## src/hw/liu_irq_pkg.sv

```systemverilog
package liu_irq_pkg;
  localparam int          ADDR_W       = 11;
  localparam int          DATA_W       = 8;
  localparam int          CH_LSB       = 6;
  localparam int          OFF_W        = 6;
  localparam int          MAX_CH       = 16;
  localparam int          FLAG_W       = 16;
  // Offsets inside one channel window of 64 bytes
  localparam logic [5:0]  OFF_EDGE_SEL = 6'h1A;
  localparam logic [5:0]  OFF_MASK_A   = 6'h1B;
  localparam logic [5:0]  OFF_MASK_B   = 6'h1C;
  localparam logic [5:0]  OFF_STATUS_A = 6'h1E;
  localparam logic [5:0]  OFF_STATUS_B = 6'h1F;
  localparam logic [5:0]  OFF_FLAGS_A  = 6'h20;
  localparam logic [5:0]  OFF_FLAGS_B  = 6'h21;
  localparam logic [7:0]  EDGE_SEL_RST = 8'h00;
  localparam logic [7:0]  MASK_A_RST   = 8'hFF;
  localparam logic [7:0]  MASK_B_RST   = 8'hE3;
  localparam logic [7:0]  EDGE_SEL_USE = 8'h7F;
  localparam logic [7:0]  GRP_B_USE    = 8'hE3;
  // Edge select fields
  localparam int          ES_IB        = 0;
  localparam int          ES_LOS       = 1;
  localparam int          ES_TLOS      = 2;
  localparam int          ES_TCKLOS    = 3;
  localparam int          ES_TOC       = 4;
  localparam int          ES_PA        = 5;
  localparam int          ES_AIS       = 6;
  // Flag positions, group a in 7:0, group b in 15:8
  localparam int          FL_LLOS      = 0;
  localparam int          FL_SLOS      = 1;
  localparam int          FL_TLOS      = 2;
  localparam int          FL_TCKLOS    = 3;
  localparam int          FL_TOC       = 4;
  localparam int          FL_RJA       = 5;
  localparam int          FL_TJA       = 6;
  localparam int          FL_DAC       = 7;
  localparam int          FL_IBD       = 8;
  localparam int          FL_IBA       = 9;
  localparam int          FL_PA        = 13;
  localparam int          FL_LAIS      = 14;
  localparam int          FL_SAIS      = 15;
endpackage

```

## src/hw/flag_bank_if.sv

```systemverilog
`timescale 1ns/1ps
`default_nettype none
interface flag_bank_if #(
  parameter int W = 16
);
  logic [W-1:0] set_p;
  logic [W-1:0] clr;
  logic [W-1:0] flags;
  modport source (output set_p);
  modport bank   (input set_p, input clr, output flags);
endinterface
`default_nettype wire

```

## src/hw/edge_qualifier.sv

```systemverilog
`timescale 1ns/1ps
`default_nettype none
module edge_qualifier #(
  parameter int W = 16
) (
  input  wire logic         sys_clk,    // System clock
  input  wire logic         reset_n,    // Synchronous reset, active low
  input  wire logic [W-1:0] status,     // Live status bits
  input  wire logic [W-1:0] any_edge,   // 1: both edges count, 0: rising only
  input  wire logic [W-1:0] direct_evt, // Event pulses that bypass edge logic
  flag_bank_if.source       evt         // Set pulses toward the flag bank
);
  logic [W-1:0] prev_q;

  always_ff @(posedge sys_clk) begin
    if (!reset_n) begin
      prev_q <= '0;
    end else begin
      prev_q <= status;
    end
  end

  // Falling edges only count where the select bit asks for them
  assign evt.set_p = direct_evt | (status & ~prev_q) | (any_edge & prev_q & ~status);
endmodule
`default_nettype wire

```

## src/hw/flag_bank.sv

```systemverilog
`timescale 1ns/1ps
`default_nettype none
module flag_bank #(
  parameter int W = 16
) (
  input  wire logic sys_clk, // System clock
  input  wire logic reset_n, // Synchronous reset, active low
  flag_bank_if.bank bnk      // Set, clear and flag vectors
);
  logic [W-1:0] flags_q;
  logic [W-1:0] held_q;
  logic [W-1:0] set_q;

  // Set wins over a clear in the same cycle so no event is lost
  always_ff @(posedge sys_clk) begin
    if (!reset_n) begin
      flags_q <= '0;
    end else begin
      flags_q <= (flags_q & ~bnk.clr) | bnk.set_p;
    end
  end

  assign bnk.flags = flags_q;

  always_ff @(posedge sys_clk) begin
    held_q <= flags_q & ~bnk.clr;
    set_q  <= bnk.set_p;
  end

  property p_flag_holds;
    @(posedge sys_clk) disable iff (!reset_n)
    $rose(reset_n) or ((flags_q & held_q) == held_q);
  endproperty
  a_flag_holds: assert property (p_flag_holds) else $error("flag lost without clear");

  property p_set_lands;
    @(posedge sys_clk) disable iff (!reset_n)
    (bnk.set_p != '0) |=> ((flags_q & set_q) == set_q);
  endproperty
  a_set_lands: assert property (p_set_lands) else $error("set pulse missed its flag");
endmodule
`default_nettype wire

```

## src/hw/liu_channel_interrupt_edge_mask.sv

```systemverilog
//Contract
// - AIS edge bit 0 flags rising line/system AIS; 1 flags either edge.
// - Pattern-sync edge bit picks rising-only or any change for its flag.
// - Overcurrent edge bit picks rising-only or any change for its flag.
// - Transmit-clock-loss edge bit picks rising-only or any change.
// - Transmit signal-loss edge bit picks rising-only or any change.
// - One signal-loss edge bit governs line and system loss flags.
// - One in-band edge bit governs activate and deactivate code flags.
// - Edge select register resets to zero: rising edges only.
// - Each channel has its own register copy at a fixed address stride.
// - Mask bit 0 lets its source interrupt, 1 blocks it.
// - First mask register resets to all ones.
// - Mask bit 7 gates transmit amplitude overflow.
// - Mask bit 6 gates transmit jitter FIFO over- and underflow together.
// - Mask bit 5 gates receive jitter FIFO over- and underflow together.
// - Mask bit 4 gates line driver overcurrent.
// - Mask bit 3 gates transmit clock missing.
// - Mask bits 2,1,0 gate transmit, system and line signal loss.
`timescale 1ns/1ps
`default_nettype none
module liu_channel_interrupt_edge_mask #(
  parameter int NUM_CH = 16
) (
  input  wire logic              sys_clk,                        // 20 MHz clock
  input  wire logic              reset_n,                        // Sync reset, low
  input  wire logic [10:0]       reg_addr,                       // Byte address
  input  wire logic [7:0]        reg_wr_data,                    // Write data
  input  wire logic              reg_wr_stb,                     // Write strobe
  input  wire logic              reg_rd_stb,                     // Read strobe
  output logic      [7:0]        reg_rd_data,                    // Read data, next cycle
  input  wire logic [NUM_CH-1:0] line_signal_loss_status,        // Per channel
  input  wire logic [NUM_CH-1:0] system_signal_loss_status,      // Per channel
  input  wire logic [NUM_CH-1:0] tx_signal_loss_status,          // Per channel
  input  wire logic [NUM_CH-1:0] tx_clock_missing_status,        // Per channel
  input  wire logic [NUM_CH-1:0] overcurrent_status,             // Per channel
  input  wire logic [NUM_CH-1:0] deactivate_code_status,         // Per channel
  input  wire logic [NUM_CH-1:0] activate_code_status,           // Per channel
  input  wire logic [NUM_CH-1:0] pattern_sync_status,            // Per channel
  input  wire logic [NUM_CH-1:0] line_alarm_indication_status,   // Per channel
  input  wire logic [NUM_CH-1:0] system_alarm_indication_status, // Per channel
  input  wire logic [NUM_CH-1:0] rx_jitter_fifo_evt,             // Pulse per channel
  input  wire logic [NUM_CH-1:0] tx_jitter_fifo_evt,             // Pulse per channel
  input  wire logic [NUM_CH-1:0] amplitude_overflow_evt,         // Pulse per channel
  output logic                   irq                             // Level, high active
);
  localparam int FW = liu_irq_pkg::FLAG_W;

  if (NUM_CH < 1 || NUM_CH > liu_irq_pkg::MAX_CH) begin : g_bad_ch
    $error("NUM_CH must lie between 1 and 16");
  end

  logic [7:0]    edge_sel_q [NUM_CH];
  logic [7:0]    mask_a_q   [NUM_CH];
  logic [7:0]    mask_b_q   [NUM_CH];
  logic [FW-1:0] flags_w    [NUM_CH];
  logic [FW-1:0] status_w   [NUM_CH];
  logic [NUM_CH-1:0] pend_w;
  logic [7:0]    rd_data_q;
  logic          irq_q;

  // Address split: bit 10 must be clear, 9:6 picks the channel window
  wire [3:0] acc_ch   = reg_addr[liu_irq_pkg::CH_LSB +: 4];
  wire [5:0] acc_off  = reg_addr[liu_irq_pkg::OFF_W-1:0];
  wire       in_range = (reg_addr[10] == 1'b0) && ({28'h0, acc_ch} < NUM_CH);
  wire       wr_hit   = reg_wr_stb && in_range;

  wire hit_es = (acc_off == liu_irq_pkg::OFF_EDGE_SEL);
  wire hit_ma = (acc_off == liu_irq_pkg::OFF_MASK_A);
  wire hit_mb = (acc_off == liu_irq_pkg::OFF_MASK_B);
  wire hit_sa = (acc_off == liu_irq_pkg::OFF_STATUS_A);
  wire hit_sb = (acc_off == liu_irq_pkg::OFF_STATUS_B);
  wire hit_fa = (acc_off == liu_irq_pkg::OFF_FLAGS_A);
  wire hit_fb = (acc_off == liu_irq_pkg::OFF_FLAGS_B);

  for (genvar g = 0; g < NUM_CH; g++) begin : g_ch
    flag_bank_if #(.W(FW)) fbi ();
    logic [FW-1:0] any_edge;
    logic [FW-1:0] direct_evt;
    logic [7:0]    es;
    logic [7:0]    ma;
    wire           wr_ch = wr_hit && (acc_ch == 4'(g));

    assign es = edge_sel_q[g];
    assign ma = mask_a_q[g];

    assign status_w[g] = {system_alarm_indication_status[g], line_alarm_indication_status[g],
                          pattern_sync_status[g], 3'h0,
                          activate_code_status[g], deactivate_code_status[g],
                          3'h0, overcurrent_status[g], tx_clock_missing_status[g],
                          tx_signal_loss_status[g], system_signal_loss_status[g],
                          line_signal_loss_status[g]};

    // Shared select bits fan out to both flags they govern
    assign any_edge = {es[liu_irq_pkg::ES_AIS], es[liu_irq_pkg::ES_AIS],
                       es[liu_irq_pkg::ES_PA], 3'h0,
                       es[liu_irq_pkg::ES_IB], es[liu_irq_pkg::ES_IB],
                       3'h0, es[liu_irq_pkg::ES_TOC],
                       es[liu_irq_pkg::ES_TCKLOS],
                       es[liu_irq_pkg::ES_TLOS],
                       es[liu_irq_pkg::ES_LOS], es[liu_irq_pkg::ES_LOS]};

    // Jitter FIFO detectors already merge over- and underflow into one pulse
    assign direct_evt = {8'h00, amplitude_overflow_evt[g], tx_jitter_fifo_evt[g],
                         rx_jitter_fifo_evt[g], 5'h00};

    assign fbi.clr = (wr_ch && hit_fa) ? {8'h00, reg_wr_data} :
                     (wr_ch && hit_fb) ? {reg_wr_data & liu_irq_pkg::GRP_B_USE, 8'h00} :
                     '0;
    assign flags_w[g] = fbi.flags;

    edge_qualifier #(.W(FW)) u_qual (
      .sys_clk    (sys_clk),
      .reset_n    (reset_n),
      .status     (status_w[g]),
      .any_edge   (any_edge),
      .direct_evt (direct_evt),
      .evt        (fbi.source)
    );

    flag_bank #(.W(FW)) u_bank (
      .sys_clk (sys_clk),
      .reset_n (reset_n),
      .bnk     (fbi.bank)
    );

    always_ff @(posedge sys_clk) begin
      if (!reset_n) begin
        edge_sel_q[g] <= liu_irq_pkg::EDGE_SEL_RST;
        mask_a_q[g]   <= liu_irq_pkg::MASK_A_RST;
        mask_b_q[g]   <= liu_irq_pkg::MASK_B_RST;
      end else if (wr_ch) begin
        if (hit_es) edge_sel_q[g] <= reg_wr_data & liu_irq_pkg::EDGE_SEL_USE;
        if (hit_ma) mask_a_q[g] <= reg_wr_data;
        if (hit_mb) mask_b_q[g] <= reg_wr_data & liu_irq_pkg::GRP_B_USE;
      end
    end

    // Mask bit 0 enables; each bit lines up with its flag position
    assign pend_w[g] = |((flags_w[g][7:0] & ~mask_a_q[g]) |
                         (flags_w[g][15:8] & ~mask_b_q[g]));

    property p_ais_rise;
      @(posedge sys_clk) disable iff (!reset_n)
      (!es[liu_irq_pkg::ES_AIS] && $rose(line_alarm_indication_status[g]))
        |=> flags_w[g][liu_irq_pkg::FL_LAIS];
    endproperty
    a_ais_rise: assert property (p_ais_rise) else $error("line AIS rise not flagged");

    property p_ais_fall;
      @(posedge sys_clk) disable iff (!reset_n)
      (es[liu_irq_pkg::ES_AIS] && $fell(system_alarm_indication_status[g]))
        |=> flags_w[g][liu_irq_pkg::FL_SAIS];
    endproperty
    a_ais_fall: assert property (p_ais_fall) else $error("system AIS fall not flagged");

    property p_pa_fall;
      @(posedge sys_clk) disable iff (!reset_n)
      (es[liu_irq_pkg::ES_PA] && $fell(pattern_sync_status[g]))
        |=> flags_w[g][liu_irq_pkg::FL_PA];
    endproperty
    a_pa_fall: assert property (p_pa_fall) else $error("pattern sync fall not flagged");

    property p_toc_quiet;
      @(posedge sys_clk) disable iff (!reset_n)
      (!es[liu_irq_pkg::ES_TOC] && $fell(overcurrent_status[g])
        && !flags_w[g][liu_irq_pkg::FL_TOC]) |=> !flags_w[g][liu_irq_pkg::FL_TOC];
    endproperty
    a_toc_quiet: assert property (p_toc_quiet)
      else $error("overcurrent fall flagged in rise mode");

    property p_tck_fall;
      @(posedge sys_clk) disable iff (!reset_n)
      (es[liu_irq_pkg::ES_TCKLOS] && $fell(tx_clock_missing_status[g]))
        |=> flags_w[g][liu_irq_pkg::FL_TCKLOS];
    endproperty
    a_tck_fall: assert property (p_tck_fall) else $error("clock missing fall not flagged");

    property p_tlos_rise;
      @(posedge sys_clk) disable iff (!reset_n)
      $rose(tx_signal_loss_status[g]) |=> flags_w[g][liu_irq_pkg::FL_TLOS];
    endproperty
    a_tlos_rise: assert property (p_tlos_rise)
      else $error("tx signal loss rise not flagged");

    property p_los_shared;
      @(posedge sys_clk) disable iff (!reset_n)
      (es[liu_irq_pkg::ES_LOS] && $fell(system_signal_loss_status[g])
        && $fell(line_signal_loss_status[g]))
        |=> (flags_w[g][liu_irq_pkg::FL_SLOS] && flags_w[g][liu_irq_pkg::FL_LLOS]);
    endproperty
    a_los_shared: assert property (p_los_shared)
      else $error("shared loss select not honoured");

    property p_ib_fall;
      @(posedge sys_clk) disable iff (!reset_n)
      (es[liu_irq_pkg::ES_IB] && $fell(activate_code_status[g]))
        |=> flags_w[g][liu_irq_pkg::FL_IBA];
    endproperty
    a_ib_fall: assert property (p_ib_fall) else $error("activate code fall not flagged");

    property p_reset_vals;
      @(posedge sys_clk) disable iff (!reset_n)
      $rose(reset_n) |-> (es == liu_irq_pkg::EDGE_SEL_RST && ma == liu_irq_pkg::MASK_A_RST);
    endproperty
    a_reset_vals: assert property (p_reset_vals)
      else $error("wrong register reset value");

    property p_tja_irq;
      @(posedge sys_clk) disable iff (!reset_n)
      (tx_jitter_fifo_evt[g] && !ma[liu_irq_pkg::FL_TJA]
        && !(wr_ch && (hit_ma || hit_fa))) |-> ##2 irq;
    endproperty
    a_tja_irq: assert property (p_tja_irq) else $error("unmasked jitter FIFO event lost");

    property p_dac_masked;
      @(posedge sys_clk) disable iff (!reset_n)
      (ma == 8'hFF && mask_b_q[g] == liu_irq_pkg::GRP_B_USE) |-> !pend_w[g];
    endproperty
    a_dac_masked: assert property (p_dac_masked)
      else $error("masked source still pending");

    // Rise-only mode must ignore a fall; checked only while the flag is still clear
    property p_sais_quiet;
      @(posedge sys_clk) disable iff (!reset_n)
      (!es[liu_irq_pkg::ES_AIS] && $fell(system_alarm_indication_status[g])
        && !flags_w[g][liu_irq_pkg::FL_SAIS]) |=> !flags_w[g][liu_irq_pkg::FL_SAIS];
    endproperty
    a_sais_quiet: assert property (p_sais_quiet)
      else $error("system AIS fall flagged in rise mode");

    property p_pa_rise;
      @(posedge sys_clk) disable iff (!reset_n)
      (!es[liu_irq_pkg::ES_PA] && $rose(pattern_sync_status[g]))
        |=> flags_w[g][liu_irq_pkg::FL_PA];
    endproperty
    a_pa_rise: assert property (p_pa_rise)
      else $error("pattern sync rise not flagged");

    property p_toc_fall;
      @(posedge sys_clk) disable iff (!reset_n)
      (es[liu_irq_pkg::ES_TOC] && $fell(overcurrent_status[g]))
        |=> flags_w[g][liu_irq_pkg::FL_TOC];
    endproperty
    a_toc_fall: assert property (p_toc_fall)
      else $error("overcurrent fall not flagged");

    property p_tck_rise;
      @(posedge sys_clk) disable iff (!reset_n)
      $rose(tx_clock_missing_status[g]) |=> flags_w[g][liu_irq_pkg::FL_TCKLOS];
    endproperty
    a_tck_rise: assert property (p_tck_rise)
      else $error("clock missing rise not flagged");

    property p_tlos_fall;
      @(posedge sys_clk) disable iff (!reset_n)
      (es[liu_irq_pkg::ES_TLOS] && $fell(tx_signal_loss_status[g]))
        |=> flags_w[g][liu_irq_pkg::FL_TLOS];
    endproperty
    a_tlos_fall: assert property (p_tlos_fall)
      else $error("tx signal loss fall not flagged");

    property p_llos_quiet;
      @(posedge sys_clk) disable iff (!reset_n)
      (!es[liu_irq_pkg::ES_LOS] && $fell(line_signal_loss_status[g])
        && !flags_w[g][liu_irq_pkg::FL_LLOS]) |=> !flags_w[g][liu_irq_pkg::FL_LLOS];
    endproperty
    a_llos_quiet: assert property (p_llos_quiet)
      else $error("line loss fall flagged in rise mode");

    property p_ibd_fall;
      @(posedge sys_clk) disable iff (!reset_n)
      (es[liu_irq_pkg::ES_IB] && $fell(deactivate_code_status[g]))
        |=> flags_w[g][liu_irq_pkg::FL_IBD];
    endproperty
    a_ibd_fall: assert property (p_ibd_fall)
      else $error("deactivate code fall not flagged");

    // Event pulses bypass the edge logic, so one pulse must always land
    property p_rja_lands;
      @(posedge sys_clk) disable iff (!reset_n)
      rx_jitter_fifo_evt[g] |=> flags_w[g][liu_irq_pkg::FL_RJA];
    endproperty
    a_rja_lands: assert property (p_rja_lands)
      else $error("rx jitter FIFO event not flagged");

    property p_dac_lands;
      @(posedge sys_clk) disable iff (!reset_n)
      amplitude_overflow_evt[g] |=> flags_w[g][liu_irq_pkg::FL_DAC];
    endproperty
    a_dac_lands: assert property (p_dac_lands)
      else $error("amplitude overflow event not flagged");
  end

  wire [7:0] fa_sel = flags_w[acc_ch][7:0];
  wire [7:0] fb_sel = flags_w[acc_ch][15:8];
  wire [7:0] rd_word =
    !in_range ? 8'h00 :
    hit_es    ? edge_sel_q[acc_ch] :
    hit_ma    ? mask_a_q[acc_ch] :
    hit_mb    ? mask_b_q[acc_ch] :
    hit_sa    ? status_w[acc_ch][7:0] :
    hit_sb    ? status_w[acc_ch][15:8] :
    hit_fa    ? fa_sel :
    hit_fb    ? fb_sel :
    8'h00;

  // Read data lives for one cycle only, zero otherwise
  always_ff @(posedge sys_clk) begin
    if (!reset_n) begin
      rd_data_q <= 8'h00;
    end else begin
      rd_data_q <= reg_rd_stb ? rd_word : 8'h00;
    end
  end

  always_ff @(posedge sys_clk) begin
    if (!reset_n) begin
      irq_q <= 1'b0;
    end else begin
      irq_q <= |pend_w;
    end
  end

  assign reg_rd_data = rd_data_q;
  assign irq         = irq_q;

  property p_irq_follows;
    @(posedge sys_clk) disable iff (!reset_n)
    (|pend_w) |=> irq;
  endproperty
  a_irq_follows: assert property (p_irq_follows)
    else $error("pending source without irq");

  property p_irq_drops;
    @(posedge sys_clk) disable iff (!reset_n)
    !(|pend_w) |=> !irq;
  endproperty
  a_irq_drops: assert property (p_irq_drops) else $error("irq without pending source");

  property p_rd_one_cycle;
    @(posedge sys_clk) disable iff (!reset_n)
    !reg_rd_stb |=> (reg_rd_data == 8'h00);
  endproperty
  a_rd_one_cycle: assert property (p_rd_one_cycle)
    else $error("read data outside its cycle");
endmodule
`default_nettype wire

```

## config.mk

```make
export PLATFORM = sky130hd
export DESIGN_NAME = liu_channel_interrupt_edge_mask
export DESIGN_NICKNAME = d
export VERILOG_FILES = /design/src/hw/liu_irq_pkg.sv /design/src/hw/flag_bank_if.sv /design/src/hw/edge_qualifier.sv /design/src/hw/flag_bank.sv /design/src/hw/liu_channel_interrupt_edge_mask.sv
export SDC_FILE = /design/constraint.sdc
export NUM_CORES = 2
export LEC_CHECK = 0
export BUFFER_PORTS_ARGS = -buffer_cell sky130_fd_sc_hd__buf_2
export CORE_ASPECT_RATIO = 1.2
export CORE_MARGIN = 4
export CORE_UTILIZATION = 55
export CTS_BUF_LIST = sky130_fd_sc_hd__clkbuf_8
export DETAILED_ROUTE_END_ITERATION = 16
export MAX_ROUTING_LAYER = met4
export PLACE_DENSITY = 0.78
export SYNTH_ARGS = -nofsm -noshare
export SYNTH_HDL_FRONTEND = slang
export SYNTH_SLANG_ARGS = --single-unit
export TNS_END_PERCENT = 100
```

## constraint.sdc

```tcl
create_clock -name sys_clk -period 6.8 [get_ports sys_clk]
set_input_delay 0.68 -clock sys_clk [delete_from_list [all_inputs] [get_ports sys_clk]]
set_output_delay 0.68 -clock sys_clk [all_outputs]
set_load 0.01 [all_outputs]
```

Word level (Yosys, flattened, before mapping)
Memory sizes are Yosys's and may differ from the RTL's.
Cells that the tools add are included.
Widths: inputs -> output; s select.
{ "classes": {"add_sub_neg": 0, "multipliers": 0, "div_mod_pow": 0, "order_cmp": 1, "eq_ne": 22, "shifts": 0, "muxes": 241, "n_bitwise": 292, "reduce_logical": 52} }
{ "ops": {"columns": ["operator", "n"], "rows": [
  ["$and 16x16->16", 64],
  ["$not 16->16", 48],
  ["$mux 16", 36],
  ["$or 16x16->16", 32],
  ["$and 8x8->8", 32],
  ["$not 8->8", 32],
  ["$or 8x16->16", 16],
  ["$mux 8", 23],
  ["$mux 1", 148],
  ["$bmux 16 s4", 2],
  ["$or 8x8->8", 16],
  ["$reduce_or 128->1", 1],
  ["$mux 7", 16],
  ["$mux 5", 16],
  ["$logic_and 1x1->1", 49],
  ["$or 1x1->1", 48],
  ["$eq 4x4->1 const B", 8],
  ["$eq 6x5->1 const B", 5],
  ["$eq 4x3->1 const B", 4],
  ["$eq 6x6->1 const B", 2],
  ["$eq 4x2->1 const B", 2],
  ["$ge 5x5->1 const B", 1],
  ["$not 4->5", 1],
  ["$eq 4x1->1 const B", 1],
  ["3 further kinds", 5]
]} }
{ "totals": {"register_bits": 521, "latchBits": 0, "mem_bits_rw": 320, "mem_bits_ro": 0, "out_inout_bits": 9, "word_cells": 661, "n_memories": 3} }
{ "mem_list": {"columns": ["name", "words", "word_bits", "rd", "rd_ports_with_merged_regs", "wr", "line_no", "text"], "rows": [
  ["mask_a_q", 16, 8, 17, 0, 16, "liu_channel_interrupt_edge_mask.sv:53", "logic [7:0] mask_a_q [NUM_CH];"],
  ["edge_sel_q", 16, 7, 17, 0, 16, "liu_channel_interrupt_edge_mask.sv:52", "logic [7:0] edge_sel_q [NUM_CH];"],
  ["mask_b_q", 16, 5, 17, 0, 16, "liu_channel_interrupt_edge_mask.sv:54", "logic [7:0] mask_b_q [NUM_CH];"]
]} }

Longest topological paths before layout
{ "depth": {"depth_word": 11, "ltp_mapped": 10} }

Modules after synthesis
A second synthesis with hierarchy kept.
{ "unflattened": {"cells_unflattened": 4004, "area_unflattened_um2": 43680.6} }
{ "by_module_without_submodules": {"columns": ["module", "instances", "cells_each", "area_per_inst_um2", "seq_area_each_um2"], "rows": [
  ["liu_channel_interrupt_edge_mask", 1, 1908, 21959.8, 9789.4],
  ["edge_qualifier", 16, 81, 785.8, 320.3],
  ["flag_bank", 16, 50, 571.8, 320.3]
]} }

Least setup slack after synthesis
Ideal clock, no wire load.
{ "synth_path": {"kind": "input to register", "from": "in reg_addr[6]", "to": "mem mask_a_q[8][0] (enable)", "setup_time_ns": 0.384, "arrival_ns": 2.637, "slack_ns": 3.779, "cell_stages": 7, "n_path_buf": 4, "path_cell_list": "buf_6 -> buf_6 -> buf_2 -> nor4b_2 -> nand2_1 -> clkbuf_1 -> o21ai_0"} }
{ "synth_rtl": {"columns": ["element", "line_no", "text"], "rows": [
  ["from (decl)", "liu_channel_interrupt_edge_mask.sv:26", "input wire logic [10:0] reg_addr,"],
  ["to (decl)", "liu_channel_interrupt_edge_mask.sv:53", null]
]} }

Worst setup path in the final report
{ "layout_path": {"from": "in reg_addr[7]", "to": "reg rd_data_q[1], in the netlist reg_rd_data[1]"} }
{ "layout_between": {"elab_chain_len": 11, "word_cells_on_any_way": 17, "classes_between": "13 x mux; 1 x bitwise; 3 x memory"} }
{ "layout_lines": {"columns": ["element", "line_no", "text"], "rows": [
  ["$not 4->5 (not written as such)", null, null],
  ["$bmux 16 s4", "liu_channel_interrupt_edge_mask.sv:294, liu_channel_interrupt_edge_mask.sv:295", null],
  ["$mux 16 (not written as such) (2 in a row)", "liu_channel_interrupt_edge_mask.sv:295", "wire [7:0] fb_sel = flags_w[acc_ch][15:8];"],
  ["$mux 8", "liu_channel_interrupt_edge_mask.sv:304", "hit_fb ? fb_sel :"],
  ["$mux 8", "liu_channel_interrupt_edge_mask.sv:303", "hit_fa ? fa_sel :"],
  ["$mux 8", "liu_channel_interrupt_edge_mask.sv:302", "hit_sb ? status_w[acc_ch][15:8] :"],
  ["$mux 8", "liu_channel_interrupt_edge_mask.sv:301", "hit_sa ? status_w[acc_ch][7:0] :"],
  ["$mux 8", "liu_channel_interrupt_edge_mask.sv:300", "hit_mb ? mask_b_q[acc_ch] :"],
  ["$mux 8", "liu_channel_interrupt_edge_mask.sv:299", "hit_ma ? mask_a_q[acc_ch] :"],
  ["$mux 8 (*)", "liu_channel_interrupt_edge_mask.sv:298", "hit_es ? edge_sel_q[acc_ch] :"],
  ["to (signal assigned)", "liu_channel_interrupt_edge_mask.sv:312", "rd_data_q <= reg_rd_stb ? rd_word : 8'h00;"],
  ["to (decl)", "liu_channel_interrupt_edge_mask.sv:58", "logic [7:0] rd_data_q;"]
]} }
Mark *: on every way between the ends. The rest lies on a longest branch, timed or not. The select of a mux whose other input is x is not followed.
A chain may end at the register's enable or synchronous reset.

==> results_dict.tcl <==
set metrics [dict create \
    finalMaxSlewViolations 0 \
    synth_ff_type "dfxtp_1" \
    cts_sinks 697 \
    tightest_slew_ns 1.30 \
    ctsResizeCount 0 \
    hold_class "primary input to register" \
    ys_seq_elements 697 \
    reg2regPathDepth 6 \
    die_h_microns 281 \
    crit_family "buffers and inverters" \
    nets 3600 \
    fp.coreArea_sq_um 61100 \
    fmax_mhz 320 \
    antenna_found_initial 17 \
    p_leak_nw 14.2 \
    synth_compound_area_share_pct 8.98 \
    fin_ws_ns 3.67 \
    numPortBuffers 239 \
    synth-async-reset-ratio_pct 0 \
    die-area_sq_um 66000 \
    grt_max_degree 208 \
    placementRows 99 \
    setup_viol_count_final 0 \
    cts_inserted_buffers 108 \
    cp_num_buf_inv 2 \
    outcome "finished, final reports clean" \
    vdd_drop_max_v 0.000219 \
    dp_hpwl_mm 108 \
    cp.arrival_ns 3.79 \
    h-tree-depth 3 \
    gp_congestion 1.12 \
    netlist_instances 3193 \
    finalCritPeriodShare_pct 46.0 \
    timing.critical_path.mode_cell "a211oi_1" \
    cp_max_fo 66 \
    synth_fa_ha_area_share_pct 0 \
    holdBufCountCts 0 \
    via_per_inst 6.61 \
    initial_utilization_pct 55.8 \
    cp_slowest_stage_delay_ns 0.67 \
    synth-simple-area-share_pct 19.1 \
    postSynthAreaPerCell_sq_um 10.7 \
    dp_slack_ns 3.03 \
    holdPathStages 2 \
    grt_pass1_vias 26211 \
    yosysUniqueCellTypes 54 \
    num_io_pins 240 \
    first_pass_iters 8 \
    cp.required_ns 7.46 \
    ys_seq_area_share_pct 50.4 \
    min_period_ns 3.13 \
    tns_ns 0 \
    synth-xor-area-share_pct 0 \
    rsz0062_at_grt "no" \
    cts_tree "yes" \
    cp.depth 8 \
    num_vias 28313 \
    layout-drive-gt1-share_pct 17.9 \
    syn_to_final_growth_pct 11.1 \
    synth_area_sq_um 34000 \
    cts_root_buf "clkbuf_8" \
    grt_overflow 0 \
    finClkSkew_ns 0.0606 \
    synth_top_family_by_area "simple AND/OR/NAND/NOR gates" \
    cp_slowest_cell "buf_4" \
    p_per_area_nw_per_um2 257 \
    yosysWarnings 0 \
    synth.area.mux_share_pct 15.4 \
    wl_per_cell_microns 33.5 \
    critPathKind "primary input to register" \
    synth_fp_nets 3424 \
    wl_mm 144 \
    drc 0 \
    cts_setup_buffers 0 \
    die_width_microns 235 \
    drt_iter0_markers 4580 \
    timing.slew.headroom_pct 12.1 \
    ff2ff_setup_slack_ns 4.41 \
    clock_tree.buffer_depth 3 \
    crit_chain "clkbuf_8, buf_4, mux4_2, nor2b_1, a211oi_1, a211oi_1, nor3_1, o31ai_1" \
    setup.worst_path.start_class "primary input" \
    ant_nets 0 \
    clk_latency_ns 0.77 \
    grt_use_total_pct 43.4 \
    clk_pin_slew_worst_paths_ns 0.07 \
    synth-edff-count 320 \
    grt_pass1_wl_mm 197 \
    end_kind "register" \
    hold_viol_final 0 \
    cap_violations 0 \
]
==> sequential cells by signal, indices dropped and copies added (netlist names) <==
name                   count
edge_sel_q               112
g_ch.u_bank.bnk.flags    208
g_ch.u_qual.prev_q       160
irq                        1
mask_a_q                 128
mask_b_q                  80
reg_rd_data                8
==> worst register-to-register path: cells and delay by family (launching register included) <==
kind / cells / cell delay [ns]
AO/OA/AOI/OAI: 2 / 0.53
buffers and inverters: 1 / 0.28
flip-flops: 1 / 0.31
AND/OR/NAND/NOR: 3 / 1.07
==> synth_stat cells, types with 3 or more instances <==
cell | n | area, sq um
mux4_2 | 180 | 4050
buf_6 | 11 | 124
buf_2 | 14 | 70.1
nor3_1 | 14 | 70.1
a21oi_1 | 211 | 1060
o21ai_0 | 164 | 821
nor4_1 | 17 | 106
a211oi_1 | 7 | 52.6
nor2b_1 | 182 | 1140
nor2_1 | 55 | 206
dfxtp_1 | 377 | 7550
clkbuf_1 | 150 | 563
a221oi_1 | 4 | 35.0
buf_4 | 15 | 113
edfxtp_1 | 320 | 9610
o21a_1 | 34 | 255
nand3_1 | 119 | 596
o22ai_1 | 91 | 569
buf_1 | 14 | 52.6
nand4_1 | 6 | 37.5
a2111oi_0 | 4 | 35.0
mux4_1 | 15 | 394
buf_8 | 3 | 45.0
nand3b_1 | 4 | 30.0
mux4_4 | 3 | 75.1
nand2_1 | 250 | 938
o2111ai_1 | 11 | 96.3
inv_1 | 295 | 1110
mux2i_1 | 71 | 711
or3_1 | 208 | 1300
nor2_2 | 4 | 25.0
o31ai_1 | 3 | 22.5
and2_1 | 273 | 1710
nand2b_1 | 30 | 188
and4bb_2 | 3 | 37.5
a31oi_1 | 5 | 31.3
==> metrics by stage <==
stage / instance area [sq um] / total power, mW / hold WS (ns) / utilization [%] / instances
floorplan: 34000 / 5.52 / 0.475 / - / 3193
global placement: 35600 / 6.14 / 0.490 / 58.3 / 4067
finish: 37800 / 9.74 / 0.144 / 62.0 / 4285
detailed placement: 35600 / 6.16 / 0.497 / 58.3 / 4067
CTS: 37800 / 9.67 / 0.108 / 61.9 / 4270
global route: 37800 / 9.95 / 0.136 / 62.0 / 4284
==> path summary, 6_finish.rpt <==
kind                                                   from                          end
worst max-delay path                            reg_addr[7]               reg_rd_data[1]
worst min-delay path                 overcurrent_status[12]    g_ch[12].u_qual.prev_q[4]
worst max register to register  g_ch[4].u_bank.bnk.flags[2]                          irq
worst min register to register  g_ch[2].u_bank.bnk.flags[9]  g_ch[2].u_bank.bnk.flags[9]
==> report_power, final <==
group	switching [mW]	internal [mW]	leakage (nW)
Sequential	0.292	4.64	6.31
Combinational	0.748	0.473	6.59
Clock	1.76	1.83	1.26
==> routing by layer <==
layer / vias to the layer above / global-route usage (%) / part of all wire (%)
met5: - / - / 0
met4: 0 / 30.5 / 8.8
met3: 546 / 10.1 / 12
met2: 2425 / 64.3 / 44
met1: 13604 / 53.0 / 34
li1: 11738 / - / -
==> final cells by class <==
type	count	area, sq um
Sequential cell	697	17200
Multi-Input combinational cell	1992	14800
Fill cell	5024	23200
Clock inverter	83	529
Antenna cell	15	37.5
Clock buffer	120	1650
Timing Repair Buffer	275	1540
Tap cell	808	1010
Inverter	295	1110
==> placed cells by master (no fill, tap or decap), types with 4 or more instances in the layout <==
master	instances
o22ai_1	91
mux4_1	15
and2_1	273
nor2b_1	182
clkinv_1	16
o21ai_0	163
edfxtp_1	320
nand4_1	6
nor3_1	14
a31oi_1	5
nor2_2	4
or3_1	208
diode_2	15
nand2b_1	30
clkinv_2	18
mux4_2	180
o2111ai_1	11
a21oi_1	211
nand3_1	119
buf_4	34
inv_1	331
buf_2	235
mux2i_1	71
nor2_1	55
a221oi_1	4
clkbuf_8	121
bufinv_16	5
a211oi_1	7
nand3b_1	4
o21a_1	34
dfxtp_1	377
nand2_1	249
nor4_1	17
==> cells by family (layout without fill, tap and decap cells) <==
kind of cell	Yosys count	count (layout)
other	0	15
multiplexers	271	271
AO/OA/AOI/OAI	544	544
AND/OR/NAND/NOR	1177	1177
buffers and inverters	504	773
flip-flops	697	697
Power figures use the tool's default switching activity.
